## src/verilog/adc_ctrl_defines.svh

```systemverilog
// Constants for the conversion control block.
// Assumes a single 100 MHz clock domain.
`ifndef ADC_CTRL_DEFINES_SVH
`define ADC_CTRL_DEFINES_SVH

`define RES_W 8
`define CH_W 3
`define RES_MSB 3'h7
`define RES_LSB 3'h0
`define RES_ONE 8'h01
`define RESULT_RST 8'h00
`define DONE_PRIO 5'h14
`define SAMPLE_CYC 4'h4

`endif

```

## src/verilog/adc_ctrl_pkg.sv

```systemverilog
// Types for the conversion control block.
// Assumes adc_ctrl_defines.svh is on the include path.
`include "adc_ctrl_defines.svh"

package adc_ctrl_pkg;

  typedef enum logic [1:0] {
    ST_IDLE = 2'b00,
    ST_SAMPLE = 2'b01,
    ST_APPROX = 2'b10,
    ST_DONE = 2'b11
  } conv_state_t;

  // Software control image of the converter mode register
  typedef struct packed {
    logic sw_start;
    logic hw_start_en;
    logic [`CH_W-1:0] channel;
  } mode_t;

  // Analog front-end handshake: trial code out, comparator in
  typedef struct packed {
    logic [`CH_W-1:0] channel;
    logic [`RES_W-1:0] trial;
    logic sample;
  } afe_ctl_t;

endpackage

```

## src/verilog/adc_conversion_control.sv

```systemverilog
// Successive-approximation conversion controller, 8 bits, 8 channels.
// Assumes an analog comparator outside that answers within one cycle.
//
// Operation
// - Each finished 8-bit result goes into conversion_result_reg for reading.
// - One channel out of eight, chosen by software, is converted at once.
// - In hardware-start mode the trigger pin starts one conversion.
// - Writing the start setting into converter_mode_reg starts conversion.
// - A trigger-started conversion halts after its result until restarted.
// - Software-started conversion repeats back to back on the same channel.
// - Every finished conversion pulses the conversion-done interrupt request.
// - The done interrupt is maskable, default priority twenty, macro-capable.
`include "adc_ctrl_defines.svh"
`timescale 1ns/1ns
`default_nettype none

module adc_conversion_control (
  input wire logic mclk_i,
  input wire logic rst_n_i,
  input wire logic mode_wr_i,
  input wire adc_ctrl_pkg::mode_t mode_i,
  input wire logic hw_trigger_input_i,
  input wire logic comp_high_i,
  output adc_ctrl_pkg::afe_ctl_t afe_o,
  output logic [`RES_W-1:0] conversion_result_reg_o,
  output logic busy_o,
  output logic conversion_done_irq_o,
  output logic [4:0] irq_priority_o,
  output logic irq_macro_ok_o
);
  import adc_ctrl_pkg::*;

  // ---------------------------------------------
  // Mode register
  // ---------------------------------------------
  mode_t converter_mode_reg;
  logic trig_meta_reg;
  logic trig_sync_reg;
  logic trig_prev_reg;
  logic trig_rise;
  conv_state_t state_reg;
  logic [`RES_W-1:0] sar_reg;
  logic [2:0] bit_reg;
  logic [3:0] wait_reg;
  logic [`RES_W-1:0] result_reg;
  logic done_reg;
  logic [`CH_W-1:0] conv_channel_reg;
  logic start_from_idle;
  logic start_again;

  // ---------------------------------------------
  // Bit helpers
  // ---------------------------------------------
  // One-hot weight of a result bit position
  function automatic logic [`RES_W-1:0] bit_mask(input logic [2:0] idx);
    bit_mask = `RES_ONE << idx;
  endfunction

  // Settles the bit under trial: kept when the input is at or above the
  // trial level, dropped otherwise. Shared by the sequencer and the result
  // path so both agree on the last bit.
  function automatic logic [`RES_W-1:0] settle_bit(
    input logic [`RES_W-1:0] code,
    input logic [2:0] idx,
    input logic keep
  );
    if (keep) begin
      settle_bit = code;
    end else begin
      settle_bit = code & ~bit_mask(idx);
    end
  endfunction

  // Offers the trial bit one position below idx, none below the LSB
  function automatic logic [`RES_W-1:0] next_trial(
    input logic [`RES_W-1:0] code,
    input logic [2:0] idx
  );
    if (idx == `RES_LSB) begin
      next_trial = code;
    end else begin
      next_trial = code | bit_mask(idx - 3'h1);
    end
  endfunction

  always_ff @(posedge mclk_i) begin
    if (!rst_n_i) begin
      converter_mode_reg <= '0;
    // Fields take effect from the cycle after the strobe
    end else if (mode_wr_i) begin
      converter_mode_reg <= mode_i;
    end
  end

  // ---------------------------------------------
  // Trigger pin synchroniser and rising edge
  // ---------------------------------------------
  // The pin is asynchronous: only the second flop feeds the edge detector,
  // so a metastable first stage never reaches the sequencer.
  always_ff @(posedge mclk_i) begin
    if (!rst_n_i) begin
      trig_meta_reg <= 1'b0;
      trig_sync_reg <= 1'b0;
      trig_prev_reg <= 1'b0;
    end else begin
      trig_meta_reg <= hw_trigger_input_i;
      trig_sync_reg <= trig_meta_reg;
      trig_prev_reg <= trig_sync_reg;
    end
  end

  assign trig_rise = trig_sync_reg && !trig_prev_reg;

  // ---------------------------------------------
  // Start decode
  // ---------------------------------------------
  // A trigger edge counts only while idle; one arriving mid-conversion is
  // dropped, not queued.
  assign start_from_idle = converter_mode_reg.sw_start ||
    (converter_mode_reg.hw_start_en && trig_rise);
  assign start_again = converter_mode_reg.sw_start;

  // ---------------------------------------------
  // Channel hold
  // ---------------------------------------------
  // The selector follows the mode register only while idle, so a channel
  // write during a run cannot mix two inputs into one result. A new channel
  // takes effect once the run has stopped.
  always_ff @(posedge mclk_i) begin
    if (!rst_n_i) begin
      conv_channel_reg <= '0;
    end else if (state_reg == ST_IDLE) begin
      conv_channel_reg <= converter_mode_reg.channel;
    end
  end

  // ---------------------------------------------
  // Conversion sequencer
  // ---------------------------------------------
  // Clearing sw_start stops the repeat only after the current result lands,
  // so a stored result is never half-converted.
  always_ff @(posedge mclk_i) begin
    if (!rst_n_i) begin
      state_reg <= ST_IDLE;
      sar_reg <= '0;
      bit_reg <= `RES_MSB;
      wait_reg <= '0;
    end else begin
      case (state_reg)
        ST_IDLE: begin
          if (start_from_idle) begin
            state_reg <= ST_SAMPLE;
            wait_reg <= '0;
          end
        end
        ST_SAMPLE: begin
          // Input held steady for the sample window before the first trial
          if (wait_reg == `SAMPLE_CYC - 4'h1) begin
            state_reg <= ST_APPROX;
            bit_reg <= `RES_MSB;
            sar_reg <= bit_mask(`RES_MSB);
          end else begin
            wait_reg <= wait_reg + 4'h1;
          end
        end
        ST_APPROX: begin
          // Settle the bit under trial, then offer the next lower one
          sar_reg <= next_trial(settle_bit(sar_reg, bit_reg, comp_high_i),
                                bit_reg);
          if (bit_reg == `RES_LSB) begin
            state_reg <= ST_DONE;
          end else begin
            bit_reg <= bit_reg - 3'h1;
          end
        end
        ST_DONE: begin
          if (start_again) begin
            state_reg <= ST_SAMPLE;
            wait_reg <= '0;
          end else begin
            state_reg <= ST_IDLE;
          end
        end
        default: state_reg <= ST_IDLE;
      endcase
    end
  end

  // ---------------------------------------------
  // Result register and done request
  // ---------------------------------------------
  always_ff @(posedge mclk_i) begin
    if (!rst_n_i) begin
      result_reg <= `RESULT_RST;
      done_reg <= 1'b0;
    end else begin
      done_reg <= 1'b0;
      // The last bit is settled here directly, at the same edge that loads it
      // into sar_reg, so the result and the request leave together.
      if (state_reg == ST_APPROX && bit_reg == `RES_LSB) begin
        result_reg <= settle_bit(sar_reg, `RES_LSB, comp_high_i);
        done_reg <= 1'b1;
      end
    end
  end

  // ---------------------------------------------
  // Outputs
  // ---------------------------------------------
  assign conversion_result_reg_o = result_reg;
  assign conversion_done_irq_o = done_reg;
  // Source attributes are fixed; masking is left to the interrupt
  // controller, which owns the mask flag for this source.
  assign irq_priority_o = `DONE_PRIO;
  assign irq_macro_ok_o = 1'b1;
  assign busy_o = (state_reg != ST_IDLE);
  assign afe_o.channel = conv_channel_reg;
  assign afe_o.trial = sar_reg;
  assign afe_o.sample = (state_reg == ST_SAMPLE);

endmodule
`default_nettype wire

```

## config.mk

```make
export PLATFORM = sky130hd
export DESIGN_NAME = adc_conversion_control
export DESIGN_NICKNAME = d
export VERILOG_FILES = /design/src/verilog/adc_ctrl_pkg.sv /design/src/verilog/adc_conversion_control.sv
export VERILOG_INCLUDE_DIRS = /design/src /design/src/verilog
export SDC_FILE = /design/constraint.sdc
export NUM_CORES = 1
export LEC_CHECK = 0
export BUFFER_PORTS_ARGS = -buffer_cell sky130_fd_sc_hd__buf_2
export CORE_MARGIN = 1
export CORE_UTILIZATION = 39
export CTS_CLUSTER_SIZE = 28
export DETAILED_ROUTE_END_ITERATION = 8
export PLACE_DENSITY = 0.72
export SLEW_MARGIN = 20
export SYNTH_ARGS = -nofsm -noshare
export SYNTH_HDL_FRONTEND = slang
export SYNTH_SLANG_ARGS = --single-unit
export TNS_END_PERCENT = 20
```

## constraint.sdc

```tcl
create_clock -name mclk_i -period 1.85 [get_ports mclk_i]
set_clock_uncertainty 0.05 [all_clocks]
set_input_delay 0.2775 -clock mclk_i [delete_from_list [all_inputs] [get_ports mclk_i]]
set_output_delay 0.2775 -clock mclk_i [all_outputs]
set_load 0.005 [all_outputs]
```

## Word-level counts from Yosys, hierarchy flattened

Index checks and enable logic that the tools add are counted.

| storage, ports and cells | value |
|---|---|
| flip-flop bits (word level) | 37 |
| latch bits | 0 |
| memory bits (writable) | 0 |
| memory bits (read-only) | 0 |
| input bits | 10 |
| output and inout port bits | 28 |
| word-level logic and storage cells | 64 |
| memories kept | 0 |

| cells by class | value |
|---|---|
| $add $sub $neg | 2 |
| multipliers | 0 |
| divide/modulo/power cells | 0 |
| magnitude comparators | 0 |
| equal/unequal tests | 10 |
| shift operators | 2 |
| multiplexer cells | 20 |
| bitwise logic cells | 3 |
| reduce and logical (&&, ||, !) cells | 14 |

Operator list:

| kind | number |
|---|---|
| $mux W8 | 5 |
| $pmux W8 S2 | 1 |
| $shl A1 B3 Y8 const A | 2 |
| $mux W4 | 3 |
| $pmux W4 S3 | 1 |
| $ne A2 B2 Y1 const B | 5 |
| $and A8 B8 Y8 | 1 |
| $not A8 Y8 | 1 |
| $or A8 B8 Y8 | 1 |
| $pmux W2 S4 | 1 |
| $mux W2 | 3 |
| $mux W3 | 2 |
| $pmux W3 S2 | 1 |
| $reduce_and A3 Y1 | 2 |
| $add A4 B1 Y4 const B | 1 |
| $eq A2 B2 Y1 const B | 2 |
| $eq A4 B2 Y1 const B | 1 |
| $reduce_and A4 Y1 | 1 |
| $reduce_bool A2 Y1 | 2 |
| $logic_and A1 B1 Y1 | 3 |
| $logic_not A3 Y1 | 1 |
| $mux W1 | 3 |
| $reduce_bool A3 Y1 | 1 |
| $sub A3 B1 Y3 const B | 1 |
| 6 further kinds | 6 |

## Depth between registers and ports, before layout

| depth | value |
|---|---|
| word-level depth | 9 |
| gate-level depth with buffers | 8 |
| depth with buffers taken out | 6 |

## Least setup slack after synthesis

Ideal clock, no wire load.

| timing path | value |
|---|---|
| kind | register -> register |
| start point | register wait_reg[0] |
| end point | register state_reg[0] |
| setup time | 0.060 ns |
| arrival time | 1.764 ns |
| required time | 1.740 ns |
| slack | -0.024 ns |
| stages on the path, launching flop included | 6 |
| buffers on the path | 0 |
| clock period less this slack | 1.874 ns |
| cell sequence | dfxtp_1 -> ha_1 -> or3b_4 -> a222oi_1 -> mux2i_1 -> o311a_1 |

| on the way | value |
|---|---|
| longest elaborated chain between the ends | 3 |

RTL lines:

| what | RTL line | RTL |
|---|---|---|
| start, declared | adc_conversion_control.sv:44 | `logic [3:0] wait_reg;` |
| start signal, assigned | adc_conversion_control.sv:163 | `wait_reg <= wait_reg + 4'h1;` |
| $eq A4 B2 Y1 | adc_conversion_control.sv:158 | `` if (wait_reg == `SAMPLE_CYC - 4'h1) begin `` |
| $ne A2 B1 Y1 (no source line) | n/a |  |
| $reduce_and A3 Y1 (no source line) | n/a |  |
| end signal, assigned | adc_conversion_control.sv:152 | `state_reg <= ST_SAMPLE;` |
| end signal, assigned | adc_conversion_control.sv:159 | `state_reg <= ST_APPROX;` |
| end signal, assigned | adc_conversion_control.sv:171 | `state_reg <= ST_DONE;` |
| end, declared | adc_conversion_control.sv:41 | `conv_state_t state_reg;` |

No other way between the ends.
A chain may end at the register's enable or synchronous reset.

## Worst setup path after layout

Ends and elaborated chain as after synthesis.

==> results.md <==
- Number of synthesized flops with an enable pin: 0
- Synthesized netlist cell count: 220
- Final hold violations: 0
- Post-Synth XOR/XNOR Area: 0.9358%
- Met1 Track Usage GR: 18.50%
- Vias in the first global route: 1,399
- Post-Synth Adder-Cell Area: 8.021%
- Met2 Usage GRT: 23.49%
- Total CTS buffers: 5
- Gr busiest metal: met2
- Flop pwr share: 40.7%
- Reg-to-reg endpoint: state_reg[0]
- Syn-to-layout area delta: 20.32%
- Synth Flop Type: dfxtp_1
- Max Slew Vio Count: 0
- Antenna viol nets, final: 0
- Routed Wire Length: 3.640 mm
- Final setup fails: 0
- Peak supply drop: 0.0004359 V
- Fmax: 548.5 MHz
- Drc violations: 4
- Die Width: 71.28 um
- Buffers and inverters on the worst path: 1
- Reg2Reg Setup Slack: 0.03 ns
- Cell leakage power: 1.026 nW
- Clk pwr share: 32.4%
- Diode count: 0
- Critical Path Sink Type: register
- R2R depth: 6
- HP Start: hw_trigger_input_i
- Synth cell types: 38
- Violated checks: DRC
- CP peak stage delay: 0.37 ns
- Comb pwr share: 26.9%
- Mapped Avg Cell Area: 8.508 um2
- Delay-heaviest family, CP: compound AO/OA/AOI/OAI gates
- Yosys top cell area share: 39.57%
- Final Instance Area: 2252 um2
- Vias per std cell: 5.074
- Max-cap violations: 0
- Share of cells above drive strength 1: 24.42%
- Sum Neg Setup Slack: 0 ns
- Mux share of post-synthesis cell area: 5.949%
- Hold Crit Class: input pin to register
- Compound-cell area share of the yosys netlist: 16.84%
- Worst-case clock buffer depth: 2
- Unrepaired setup endpoints after global routing: yes
- Via count: 1,573
- Critical path arrival: 2.01 ns
- Relative slew margins: 63.93%
- Synth top area cells: dfxtp_1 (40%), ha_1 (8.0%), nand2_1 (7.4%)
- Worst-path clk slew: 0.08 ns
- Worst r2r src: wait_reg[0]
- Period utilisation layout: 98.54%
- Clock sinks: 37
- Core Area: 4474 um2
- Mapped cell area: 1872 um2
- Simple-Gate Fraction of Synth Area: 21.26%
- Hpwl dp: 2.576 mm
- Worst Path Max Fanout: 2
- Clk_lat worst skew: 0.29 ns
- First-pass GRT wire length: 5.947 mm
- Critical-path cell list: ha_2, or3b_4, a222oi_1, buf_4, mux2i_1, o311a_1
- Yosys top cell by area: dfxtp_1
- Root Driver: clkbuf_8
- Flops & latches, synth: 37
- # port buffers: 31
- Largest family of logic cells by synthesized area: simple AND/OR/NAND/NOR gates
- Switching share of power: 28.50%
- Crit path time final: 1.823 ns
- Starting Density: 41.83%
- WP data required: 2.03 ns
- IO Count: 38
- Async SR Flop Fraction: 0%
- Slew @ Worst Pin: 0.5411 ns
- Critical path class: register to register
- Total track usage: 14.82%
- DR WL/cell: 11.74 um
- Final nets: 279
- Htree depth: 2
- Yosys warning count: 0
- Crit-path slowest cell: or3b_4
- Die Ht: 71.28 um
- Placer Congestion: 0.8762
- Die area: 5081 um2
- Critical Path Start Type: register
- Hold EP: trig_meta_reg
- Antenna violations before repair: 0
- Row cnt: 24
- Area post-placement: 2118 um2
- Grt ovf: 0
- TritonCTS clock tree: done
- Post-synth top cells: dfxtp_1 (37), nand2_1 (37), clkbuf_1 (16), a21oi_1 (12), ha_1 (12)
- Sequential element share of the synthesized area: 39.57%
- Status: complete, but fails checks
- Hold Path Stages: 2
- P_sw: 0.6116 mW
- Iter 0 DRT Violations: 88
- GR Util met3: 4.219%
- PwrDens: 952.9 nW/um2
- Largest net degree at the start of global routing: 34
- Internal power: 1.534 mW
- DR pass1 iterations: 7
[kinds of logic (layout without fill, tap and decap cells)]
kind of cell / after synthesis / in the layout
and+or+nand+nor: 79 / 79
adders and majority gates: 12 / 12
AOI/OAI and AO/OA: 48 / 48
other: 2 / 6
xor gates and xnor gates: 2 / 2
muxes: 11 / 11
buffers and inverters: 29 / 63
DFF: 37 / 37
[layout make-up]
cell class / instances / area, um2
clock inverters: 2 / 38.79
clock buffers: 6 / 72.57
inverters: 7 / 26.28
repair buffers: 48 / 282.8
flip-flops and latches: 37 / 744.5
fillers: 466 / 2222
multi-input cells: 158 / 1022
well taps: 52 / 65.06
[power by group through the flow]
stage | Combinational, mW | Clock [mW] | Sequential, mW
floorplan | 0.369 | 0 | 0.893
global placement | 0.546 | 0 | 0.889
detailed placement | 0.549 | 0 | 0.892
CTS | 0.579 | 0.714 | 0.872
global route | 0.637 | 0.741 | 0.880
finish | 0.577 | 0.695 | 0.874
[how the worst max path moves through the flow]
| stage | from | endpoint | slack, ns | cells after the start |
|---|---|---|---|---|
| 3_3_place_gp | wait_reg[0] | state_reg[0] | 0.06 | 5 |
| 3_5_place_dp | wait_reg[0] | state_reg[0] | -0.01 | 5 |
| 6_report | wait_reg[0] | state_reg[0] | 0.03 | 6 |
| 2_1_floorplan | state_reg[1] | bit_reg[2] | 0.004 | 7 |
| 5_1_grt | wait_reg[0] | state_reg[0] | -0.06 | 6 |
| 4_1_cts | wait_reg[1] | state_reg[0] | 0.005 | 6 |
[placed cells by master, fill, tap and decap left out, types with 6 or more instances in the layout]
cell	n
a21boi_0	11
a21oi_1	12
buf_2	31
buf_4	17
conb_1	6
dfxtp_1	34
ha_1	11
inv_1	7
mux2i_1	10
nand2_1	37
nor2b_1	11
o22ai_1	9
[metal layers]
layer	routed length [um]	up-vias
li1	-	810
met2	1668	36
met5	0	-
met1	1738	722
met4	69	0
met3	164	5
[metrics by stage]
stage | worst slack (ns) | hold slack (ns) | cells | utilization [%] | power (mW)
2_1_floorplan | 0.004022 | 0.3548 | 224 | - | 1.262
3_3_place_gp | 0.05815 | 0.3664 | 300 | 47.34 | 1.435
3_5_place_dp | -0.01344 | 0.3717 | 300 | 47.34 | 1.441
4_1_cts | 0.004568 | 0.1362 | 310 | 50.17 | 2.164
5_1_grt | -0.05666 | 0.1482 | 310 | 50.34 | 2.259
6_report | 0.02698 | 0.1422 | 310 | 50.34 | 2.146
[worst register-to-register path, stage by stage (launching register included)]
cell and delay (ns):
dfxtp_2 0.34, ha_2 0.17, or3b_4 0.37, a222oi_1 0.32, buf_4 0.18, mux2i_1 0.18, o311a_1 0.17
[what timing repair did]
item                                    in CTS  in global routing
pin swaps                                    1                  2
endpoints found under the hold margin        0                  0
hold buffers                                 0                  0
buffers inserted                             2                  0
endpoints found under the setup margin       1                  8
gates resized for setup                      0                  3
Power figures use the tool's default switching activity.
